[src/design/dmbs_pkg.sv]
/*
 * constants for the data-move and bank-select execution block:
 * opcode fields, special data addresses and reset values.
 * assumes an 8-bit data space of 256 locations.
 */
package dmbs_pkg;
   // instruction word fields
   localparam int INSTR_W = 16;
   localparam int DATA_W = 8;
   localparam int DST_W = 5;
   localparam int NIB_W = 4;
   localparam logic [2:0] COPY_OPC = 3'h3;
   localparam int COPY_OPC_MSB = 15;
   localparam int COPY_OPC_LSB = 13;
   localparam int DST_MSB = 12;
   localparam int DST_LSB = 8;
   localparam int SRC_MSB = 7;
   localparam int SRC_LSB = 0;
   localparam logic [7:0] BANK_OPC = 8'hb8;
   localparam int BANK_OPC_MSB = 15;
   localparam int BANK_OPC_LSB = 8;
   localparam int LIT_MSB = 3;
   localparam int LIT_LSB = 0;
   // special data-space locations
   localparam logic [7:0] IND0_ADDR = 8'h00;
   localparam logic [7:0] IND1_ADDR = 8'h08;
   localparam logic [7:0] BANK_ADDR = 8'h0f;
   // reset values
   localparam logic [7:0] BANK_RST = 8'h00;
   localparam logic [7:0] ADDR_RST = 8'h00;
   localparam logic [7:0] DATA_RST = 8'h00;
endpackage

[src/design/addr_resolve_if.sv]
/*
 * carries one operand address to the indirect resolver and back.
 * assumes both ends run on the core clock.
 */
`timescale 1ns/1ps
interface addr_resolve_if;
   logic [7:0] raw_addr;
   logic [7:0] ptr0;
   logic [7:0] ptr1;
   logic [7:0] eff_addr;
   logic is_indirect;

   modport requester (
      output raw_addr,
      output ptr0,
      output ptr1,
      input eff_addr,
      input is_indirect
   );
   modport resolver (
      input raw_addr,
      input ptr0,
      input ptr1,
      output eff_addr,
      output is_indirect
   );
endinterface

[src/design/addr_resolver.sv]
/*
 * indirect operand resolver: an access to either indirect location
 * is steered to the address held in its pointer.
 * assumes pointers come from core logic on the same clock.
 */
`timescale 1ns/1ps
module addr_resolver (
   // operand in, address out
   addr_resolve_if.resolver rif
);
   wire hit0;
   wire hit1;

   // pointer select; purely combinational so the move stays one cycle
   assign hit0 = (rif.raw_addr == dmbs_pkg::IND0_ADDR);
   assign hit1 = (rif.raw_addr == dmbs_pkg::IND1_ADDR);
   assign rif.is_indirect = hit0 | hit1;
   assign rif.eff_addr = hit0 ? rif.ptr0 :
                         hit1 ? rif.ptr1 : rif.raw_addr;
endmodule

[src/design/data_move_bank_select_exec.sv]
/*
 * execution of the file-to-peripheral copy and the bank low-nibble load.
 * assumes a data memory with combinational read on the core clock, and
 * that the core presents at most one instruction per cycle.
 */
// Overview of operation
// - copy reads source byte, writes same value to destination, source untouched
// - source operand addresses any of 256 locations, working register included
// - destination is a 5-bit field, locations 0 to 31
// - both operands resolve through indirect pointers when selected
// - bank load puts 4-bit literal in bits 3:0, bits 7:4 kept
// - reduced variant: bank register upper four bits read zero
`timescale 1ns/1ps
module data_move_bank_select_exec #(
   parameter bit REDUCED_BANK = 1'b0
) (
   // clock and reset
   input wire logic i_clock,
   input wire logic i_sys_rst,
   // instruction stream
   input wire logic i_instr_valid,
   input wire logic [15:0] i_instr,
   // indirect pointers
   input wire logic [7:0] i_ptr0,
   input wire logic [7:0] i_ptr1,
   // data memory read
   output logic [7:0] o_rd_addr,
   input wire logic [7:0] i_rd_data,
   // data memory write
   output logic o_wr_en,
   output logic [7:0] o_wr_addr,
   output logic [7:0] o_wr_data,
   // bank selection register view
   output logic [7:0] o_bank_select
);
   logic [7:0] bank_select_ff;
   logic [7:0] nxt_bank_select;
   logic wr_en_ff;
   logic [7:0] wr_addr_ff;
   logic [7:0] wr_data_ff;
   wire is_copy;
   wire is_bank_load;
   wire [7:0] src_field;
   wire [4:0] dst_field;
   wire [3:0] lit;
   wire [7:0] bank_view;
   wire [7:0] mem_data;
   wire [7:0] src_data;
   wire bank_hit_wr;
   wire fwd_hit;

   addr_resolve_if src_if ();
   addr_resolve_if dst_if ();

   ////////////////////////////////////////////////////////////////////
   // decode
   assign is_copy = i_instr_valid &&
      (i_instr[dmbs_pkg::COPY_OPC_MSB:dmbs_pkg::COPY_OPC_LSB]
       == dmbs_pkg::COPY_OPC);
   assign is_bank_load = i_instr_valid &&
      (i_instr[dmbs_pkg::BANK_OPC_MSB:dmbs_pkg::BANK_OPC_LSB]
       == dmbs_pkg::BANK_OPC);
   assign src_field = i_instr[dmbs_pkg::SRC_MSB:dmbs_pkg::SRC_LSB];
   assign dst_field = i_instr[dmbs_pkg::DST_MSB:dmbs_pkg::DST_LSB];
   assign lit = i_instr[dmbs_pkg::LIT_MSB:dmbs_pkg::LIT_LSB];

   ////////////////////////////////////////////////////////////////////
   // operand resolution, same resolver for both sides
   assign src_if.raw_addr = src_field;
   assign src_if.ptr0 = i_ptr0;
   assign src_if.ptr1 = i_ptr1;
   assign dst_if.raw_addr = {3'h0, dst_field};
   assign dst_if.ptr0 = i_ptr0;
   assign dst_if.ptr1 = i_ptr1;

   addr_resolver u_src_res (
      .rif (src_if.resolver)
   );
   addr_resolver u_dst_res (
      .rif (dst_if.resolver)
   );

   ////////////////////////////////////////////////////////////////////
   // source read; forwarding covers a copy that reads last cycle's write
   assign o_rd_addr = src_if.eff_addr;
   assign bank_view = REDUCED_BANK ? {4'h0, bank_select_ff[3:0]} :
                      bank_select_ff;
   assign fwd_hit = wr_en_ff &&
      (wr_addr_ff == src_if.eff_addr);
   assign mem_data = fwd_hit ? wr_data_ff : i_rd_data;
   // the bank view wins over forwarding: a forwarded byte still holds
   // the stored upper nibble, which the reduced variant must hide
   assign src_data = (src_if.eff_addr == dmbs_pkg::BANK_ADDR) ?
                     bank_view : mem_data;

   ////////////////////////////////////////////////////////////////////
   // bank register next value; a copy into it counts as well
   assign bank_hit_wr = is_copy &&
      (dst_if.eff_addr == dmbs_pkg::BANK_ADDR);
   assign nxt_bank_select =
      is_bank_load ? {bank_select_ff[7:4], lit} :
      bank_hit_wr ? src_data : bank_select_ff;
   assign o_bank_select = bank_view;

   // bank register
   always_ff @(posedge i_clock or posedge i_sys_rst) begin
      if (i_sys_rst) begin
         bank_select_ff <= dmbs_pkg::BANK_RST;
      end else begin
         bank_select_ff <= nxt_bank_select;
      end
   end

   ////////////////////////////////////////////////////////////////////
   // write port, one edge after decode; no status path exists at all
   always_ff @(posedge i_clock or posedge i_sys_rst) begin
      if (i_sys_rst) begin
         wr_en_ff <= 1'b0;
         wr_addr_ff <= dmbs_pkg::ADDR_RST;
         wr_data_ff <= dmbs_pkg::DATA_RST;
      end else begin
         wr_en_ff <= is_copy;
         if (is_copy) begin
            wr_addr_ff <= dst_if.eff_addr;
            wr_data_ff <= src_data;
         end
      end
   end

   assign o_wr_en = wr_en_ff;
   assign o_wr_addr = wr_addr_ff;
   assign o_wr_data = wr_data_ff;

   ////////////////////////////////////////////////////////////////////
   // checks
   a_copy_value_moved: assert property (
      @(posedge i_clock) disable iff (i_sys_rst)
      is_copy |=> o_wr_data == $past(src_data))
      else $error("copy wrote a value other than the source");

   a_src_direct_addr: assert property (
      @(posedge i_clock) disable iff (i_sys_rst)
      is_copy && !src_if.is_indirect |-> o_rd_addr == src_field)
      else $error("source address not taken from operand");

   a_dst_low_range: assert property (
      @(posedge i_clock) disable iff (i_sys_rst)
      is_copy && !dst_if.is_indirect
      |=> o_wr_addr == {3'h0, $past(dst_field)})
      else $error("destination outside low 32 locations");

   a_src_indirect_ptr: assert property (
      @(posedge i_clock) disable iff (i_sys_rst)
      is_copy && src_field == dmbs_pkg::IND1_ADDR
      |-> o_rd_addr == i_ptr1)
      else $error("indirect source not resolved");

   a_dst_indirect_ptr: assert property (
      @(posedge i_clock) disable iff (i_sys_rst)
      is_copy && dst_field == dmbs_pkg::IND0_ADDR[4:0]
      |=> o_wr_addr == $past(i_ptr0))
      else $error("indirect destination not resolved");

   a_bank_low_load: assert property (
      @(posedge i_clock) disable iff (i_sys_rst)
      is_bank_load |=> bank_select_ff[3:0] == $past(lit)
      && bank_select_ff[7:4] == $past(bank_select_ff[7:4]))
      else $error("bank low-nibble load wrong");

   a_bank_upper_zero: assert property (
      @(posedge i_clock) disable iff (i_sys_rst)
      REDUCED_BANK |-> o_bank_select[7:4] == 4'h0)
      else $error("reduced bank register upper bits not zero");

   a_copy_one_cycle: assert property (
      @(posedge i_clock) disable iff (i_sys_rst)
      is_copy ##1 !is_copy |=> !o_wr_en)
      else $error("copy write lasted more than one cycle");

   a_no_stray_write: assert property (
      @(posedge i_clock) disable iff (i_sys_rst)
      !is_copy |=> !o_wr_en)
      else $error("write without a copy instruction");

   a_copy_write_pulse: assert property (
      @(posedge i_clock) disable iff (i_sys_rst)
      is_copy |=> o_wr_en)
      else $error("copy produced no write");

   // the copied byte is checked per source kind, since forwarding and
   // the bank view are where a wrong byte would slip through
   a_copy_mem_data: assert property (
      @(posedge i_clock) disable iff (i_sys_rst)
      is_copy && o_rd_addr != dmbs_pkg::BANK_ADDR
      && !(o_wr_en && o_wr_addr == o_rd_addr)
      |=> o_wr_data == $past(i_rd_data))
      else $error("copy did not move the memory byte");

   a_copy_fwd_data: assert property (
      @(posedge i_clock) disable iff (i_sys_rst)
      is_copy && o_rd_addr != dmbs_pkg::BANK_ADDR
      && o_wr_en && o_wr_addr == o_rd_addr
      |=> o_wr_data == $past(o_wr_data))
      else $error("copy missed the byte written just before");

   a_copy_bank_src: assert property (
      @(posedge i_clock) disable iff (i_sys_rst)
      is_copy && o_rd_addr == dmbs_pkg::BANK_ADDR
      |=> o_wr_data == $past(o_bank_select))
      else $error("copy from bank register saw hidden bits");

   a_bank_kept: assert property (
      @(posedge i_clock) disable iff (i_sys_rst)
      !is_bank_load
      && !(is_copy && dst_if.eff_addr == dmbs_pkg::BANK_ADDR)
      |=> $stable(bank_select_ff))
      else $error("bank register changed without a write");

   a_src_ptr0_used: assert property (
      @(posedge i_clock) disable iff (i_sys_rst)
      is_copy && src_field == dmbs_pkg::IND0_ADDR
      |-> o_rd_addr == i_ptr0)
      else $error("indirect source via pointer 0 not resolved");

   a_dst_ptr1_used: assert property (
      @(posedge i_clock) disable iff (i_sys_rst)
      is_copy && dst_field == dmbs_pkg::IND1_ADDR[4:0]
      |=> o_wr_addr == $past(i_ptr1))
      else $error("indirect destination via pointer 1 not resolved");
endmodule

[config.mk]
export PLATFORM = sky130hd
export DESIGN_NAME = data_move_bank_select_exec
export DESIGN_NICKNAME = d
export VERILOG_FILES = /design/src/design/dmbs_pkg.sv /design/src/design/addr_resolve_if.sv /design/src/design/addr_resolver.sv /design/src/design/data_move_bank_select_exec.sv
export SDC_FILE = /design/constraint.sdc
export NUM_CORES = 1
export LEC_CHECK = 0
export BUFFER_PORTS_ARGS = -buffer_cell sky130_fd_sc_hd__buf_2
export CORE_MARGIN = 2
export CORE_UTILIZATION = 32
export DETAILED_ROUTE_END_ITERATION = 6
export PLACE_DENSITY = 0.53
export REMOVE_ABC_BUFFERS = 1
export SETUP_SLACK_MARGIN = 0.4
export SLEW_MARGIN = 20
export SYNTH_ARGS = -nofsm -noshare
export SYNTH_HDL_FRONTEND = slang
export SYNTH_SLANG_ARGS = --single-unit
[constraint.sdc]
create_clock -name i_clock -period 2.29 [get_ports i_clock]
set_clock_uncertainty 0.05 [all_clocks]
set_input_delay 0.458 -clock i_clock [delete_from_list [all_inputs] [get_ports i_clock]]
set_output_delay 0.458 -clock i_clock [all_outputs]
set_load 0.01 [all_outputs]
==> impl_metrics.yaml, run 1 <==
grt:
  grt_pass1_wl_um: 12600
  grt_max_degree: 26
  grt_use_total: 0.220
  grt_antenna_before_repair: 0
  gr-total-overflow: 0
  grt_pass1_vias: 2528
sta:
  drv_slew: 0
  fin_ws_ns: -0.219
  final_hold_viol_count: 0
  worst_slew_pin_slew_ns: 0.362
  setup_viol: 17
  fin_crit_ns: 2.51
  fmax_mhz: 399
  fin_hold_ws_ns: 0.187
  finalCritPeriodShare: 1.10
  rsz0062_at_grt: "true"
  slew_headroom: 0.759
flow_run:
  cap_violations: 0
power_and_ir_drop:
  vdd_drop_max_mv: 0.357
  total_leakage_power_nw: 1.79
  power_density_mw_per_mm2: 381
synthesis:
  synthesis.area_mm2: 0.00203
  async_flop_share: 1.00
  avgSynthCellArea_um2: 8.69
  yosysUniqueCellTypes: 59
  ys_seq_elements: 25
  synth_area_leader_cell: "dfrtp_1"
  syn_inst: 234
  yosys_warnings: 0
  yosys-top-cells-area: "dfrtp_1, mux2_2, a31oi_1"
  synth_top_cell_area_share: 0.308
  ys_seq_area_frac: 0.308
  ys.flop_type: "dfrtp_1"
  synth_edf_count: 0
cts:
  numCtsBuffers: 3
  root_buffer: "clkbuf_8"
  clk_pin_slew_ns: 0.09
  htreeDepth: 1
  worstSkewPairLatency_ns: 0.26
  clockBufferDepth: 2
  cts_tree: "built"
  cts_num_sinks: 25
place:
  hpwl_um: 5730
  dp_slack_ns: -0.616
  portBuffers: 75
  dp.cells: 437
  globalplace.congestion: 0.914
worst_setup_path:
  criticalPathCategory: "primary input to flip-flop"
  crit_fanout: 5
  arrival_ns: 2.62
  required_ns: 2.40
  worst_setup_path_start_kind: "primary input"
  worst_setup_path_end_kind: "flip-flop"
status:
  violations: "negative setup slack"
  status: "finished, violations left"
route:
  ant_nets: 0
  drt_iter0_markers: 98
  vias: 2462
  routed_wl_um: 7680
  via_per_inst: 5.38
  drc: 0
  drtPass1Iterations: 4
  routedWlPerCell_um: 16.8
die:
  io_pins: 76
  rows: 29
  die_w_um: 83.7
  die_area_mm2: 0.00701
  start_util: 0.326
  die_y_um: 83.7
  coreArea_mm2: 0.00624
finish:
  area_delta_synth_final_pct: 82.5
  drive_above_1_share: 0.575
  fin_cells: 458
  antenna_cells: 0
  final_nets: 425
min_path:
  hp-class: "primary input to asynchronous set/reset pin"
## stage by stage
step                      utilization  setup TNS (ns)  cell area (µm²)  power [mW]
after floorplan                     -           -4.83             1960       0.778
after global placement          0.471           -8.25             2940        1.06
after detailed placement        0.471           -8.27             2940        1.06
after CTS                       0.573           -1.80             3580        1.39
after global routing            0.594           -3.12             3710        1.48
final                           0.594           -2.08             3710        1.41
## worst max-delay path, stage by stage
cell and delay (ns):
buf_8 0.11, nor4_4 0.32, a21oi_1 0.12, a221o_1 0.31, a2111oi_4 0.42, nand4_4 0.18
buf_12 0.18, mux2_2 0.26, mux2_2 0.26
## cells by family after synthesis
kind of cell	Yosys count	synth area share
AO/OA/AOI/OAI	66	0.245
XOR/XNOR	3	0.0129
buffers and inverters	37	0.0794
flip-flops	25	0.308
multiplexers	23	0.122
AND/OR/NAND/NOR	80	0.233
## state kept, by name, indices dropped and copies added, names as in the netlist
signal,flops
o_wr_en,1
o_bank_select,8
o_wr_addr,8
o_wr_data,8
## synth_stat cells, drive strengths merged (2+ instances only)
cell type	number
and4	2
a2111oi	2
nand3	7
a21o	2
nor4	5
mux2i	9
nor2	14
dfrtp	25
nand4	2
o211ai	5
or4	2
nand4b	2
a21oi	8
o22a	8
nand2b	9
nor3	12
and3	2
o22ai	2
inv	24
xor2	2
o21ai	8
nand2	12
a31oi	15
clkbuf	4
mux2	14
a41o	2
or3	5
buf	9
## path summary, 6_finish.rpt
check | slack [ns] | depth (start not counted) | endpoint | from
max | -0.22 | 9 | o_bank_select[5]$_DFFE_PP0P_ | i_instr[1]
min reg2reg | 0.49 | 1 | o_wr_data[2]$_DFFE_PP0P_ | o_wr_data[2]$_DFFE_PP0P_
max in group asynchronous | 1.75 | 3 | o_wr_addr[3]$_DFFE_PP0P_ | i_sys_rst
min in group i_clock | 0.48 | 3 | o_bank_select[1]$_DFFE_PP0P_ | i_rd_data[1]
min | 0.19 | 3 | o_wr_addr[4]$_DFFE_PP0P_ | i_sys_rst
max reg2reg | -0.09 | 8 | o_bank_select[5]$_DFFE_PP0P_ | o_wr_addr[1]$_DFFE_PP0P_
## repair_timing
item	CTS	global route
gates cloned	4	0
pin swaps	24	15
setup endpoints to repair	24	24
buffers inserted	9	4
gates resized for setup	86	19
hold buffers	0	0
## where the power goes
group	internal [mW]	switching, mW	total, mW
clock	0.122	0.141	0.262
combinational	0.300	0.288	0.588
sequential	0.501	0.0601	0.562
## final cells by class
type,instances,area [µm²]
clock buffers,3,41.3
clock inverters,1,5.00
fillers,559,2530
inverters,24,90.1
multi-input cells,172,1610
flip-flops and latches,25,626
well taps,77,96.3
repair buffers,156,1240
## cells in the final DEF (no fill, tap or decap), drive strengths merged, types with 2 or more instances in the layout
| cell type | instances |
|---|---|
| a2111oi | 2 |
| a21o | 2 |
| a21oi | 8 |
| a31oi | 15 |
| a41o | 2 |
| and3 | 2 |
| and4 | 2 |
| buf | 154 |
| clkbuf | 4 |
| dfrtp | 25 |
| inv | 24 |
| mux2 | 14 |
| mux2i | 9 |
| nand2 | 12 |
| nand2b | 9 |
| nand3 | 7 |
| nand4 | 2 |
| nand4b | 2 |
| nor2 | 14 |
| nor3 | 12 |
| nor4 | 5 |
| o211ai | 5 |
| o21ai | 8 |
| o22a | 8 |
| o22ai | 2 |
| or3 | 5 |
| or4 | 2 |
| xor2 | 2 |
## metal layers
| layer | share of wire | global-route usage |
|---|---|---|
| met1 | 0.44 | 0.300 |
| met2 | 0.50 | 0.364 |
| met3 | 0.043 | 0.0307 |
| met4 | 0.015 | 0.0660 |
| met5 | 0 | 0 |
No activity file was read; power rests on OpenSTA's default activity.
==> run 2: changes to the inputs <==
CORE_MARGIN = 3   (was 2)
clock period = 3.25 ns   (was 2.29 ns; I/O delays follow)
==> impl_metrics.yaml, run 2 (synthesis gave the netlist of run 1 again) <==
status:
  status: "completed"
die:
  die_y_um: 85.7
  coreArea_mm2: 0.00603
  start_util: 0.337
  die_w_um: 85.7
  io_pins: 76
  rows: 28
  die_area_mm2: 0.00735
route:
  drtPass1Iterations: 4
  route.met2.wl_um: 3190
  routed_wl_um: 6500
  ant_nets: 0
  drc: 0
  wl_met3_um: 429
  via_per_inst: 5.43
  routedWlPerCell_um: 16.8
  drt_iter0_markers: 173
  topRoutingLayerUsed: "met4"
  vias: 2101
  wl_met1_um: 2840
sta:
  fin_crit_ns: 2.76
  rsz0062_at_grt: "false"
  finalCritPeriodShare: 0.848
  setup_tns_ns: 0
  setup_viol: 0
  final_hold_viol_count: 0
  fin_hold_ws_ns: 0.408
  fmax_mhz: 363
  slew_headroom: 0.373
  worst_slew_pin_slew_ns: 0.935
  drv_slew: 0
grt:
  gr-total-overflow: 0
  grt_pass1_vias: 2091
  grt_max_degree: 26
  grt_pass1_wl_um: 10600
  grt_use_total: 0.179
  grt_antenna_before_repair: 0
worst_setup_path:
  crit_start: "i_instr[4]"
  worst_setup_path_end_kind: "flip-flop"
  crit_fanout: 16
  worst_setup_path_start_kind: "primary input"
  worstReg2RegStart: "o_wr_addr[7]$_DFFE_PP0P_"
  arrival_ns: 2.88
  criticalPathCategory: "primary input to flip-flop"
  required_ns: 3.37
cts:
  worstSkewPairLatency_ns: 0.27
  clockBufferDepth: 2
  post_cts_buffers: 0
  root_buffer: "clkbuf_8"
  numCtsBuffers: 3
  cts_tree: "built"
  clk_pin_slew_ns: 0.10
  htreeDepth: 1
  cts_num_sinks: 25
finish:
  layout_commonest_cell: "buf_2"
  final_cell_mix: "buf_2, dfrtp_1, inv_1"
  area_delta_synth_final_pct: 28.2
  final_nets: 356
  antenna_cells: 0
  postLayoutCellArea_mm2: 0.00261
  drive_above_1_share: 0.381
place:
  hpwl_um: 5220
  globalplace.congestion: 0.856
  portBuffers: 75
  placed_area_mm2: 0.00253
power_and_ir_drop:
  total_power_mw: 0.880
  vdd_drop_max_mv: 0.183
  total_leakage_power_nw: 1.27
  power_density_mw_per_mm2: 338
min_path:
  hp-class: "primary input to asynchronous set/reset pin"
flow_run:
  cap_violations: 0
-- run 2: changes by cell type in the layout (fill, tap and decap cells not counted), sizes merged --
cell      before  now
buf          154   87
bufbuf         1    0
clkbuf         4    3
clkinvlp       0    1
inv           24   23
-- run 2: final timing paths --
| check | to | slack [ns] | cells after the start |
|---|---|---|---|
| worst max-delay path | o_bank_select[4]$_DFFE_PP0P_ | 0.49 | 9 |
| max in group asynchronous | o_bank_select[2]$_DFFE_PP0P_ | 2.31 | 2 |
| worst min register to register | o_wr_data[7]$_DFFE_PP0P_ | 0.49 | 1 |
| worst max register to register | o_bank_select[4]$_DFFE_PP0P_ | 0.81 | 7 |
| min in group i_clock | o_wr_data[7]$_DFFE_PP0P_ | 0.49 | 1 |
| worst min-delay path | o_bank_select[4]$_DFFE_PP0P_ | 0.41 | 2 |
-- run 2: worst max-delay path: stages --
cell       delay, ns
buf_2           0.13
nor3_1          0.39
a21oi_1         0.13
a221o_1         0.32
a2111oi_4       0.36
nand4_2         0.17
buf_12          0.19
mux2_2          0.27
mux2_2          0.25
-- run 2: stage by stage --
| stage | setup WS, ns | cells | util |
|---|---|---|---|
| 6_report | 0.495 | 387 | 0.433 |
| 5_1_grt | 0.358 | 387 | 0.433 |
| 4_1_cts | 0.480 | 387 | 0.429 |
| 3_5_place_dp | 0.185 | 383 | 0.420 |
| 3_3_place_gp | 0.214 | 383 | 0.420 |
| 2_1_floorplan | 0.308 | 221 | - |
-- run 2: power breakdown --
group | switching, mW | internal [mW]
registers | 0.0458 | 0.353
logic | 0.156 | 0.134
clock network | 0.105 | 0.0869
-- run 2: layer usage --
layer  vias up  GRT usage
met5         -          0
met4         0     0.0360
met3         2     0.0163
met2        75      0.302
met1       988      0.249
li1       1036          -
-- run 2: what timing repair did --
item | in CTS | in global routing
hold buffers | 0 | 0
endpoints found under the setup margin | 0 | 7
gates resized for setup | 0 | 4
-- run 2: area by class of cell --
| cell class | count | area [µm²] |
|---|---|---|
| clock buffers | 3 | 41.3 |
| well taps | 75 | 93.8 |
| repair buffers | 87 | 478 |
| inverters | 24 | 90.1 |
| flip-flops and latches | 25 | 626 |
| multi-input cells | 172 | 1270 |
| fillers | 643 | 3420 |
| clock inverters | 1 | 7.51 |
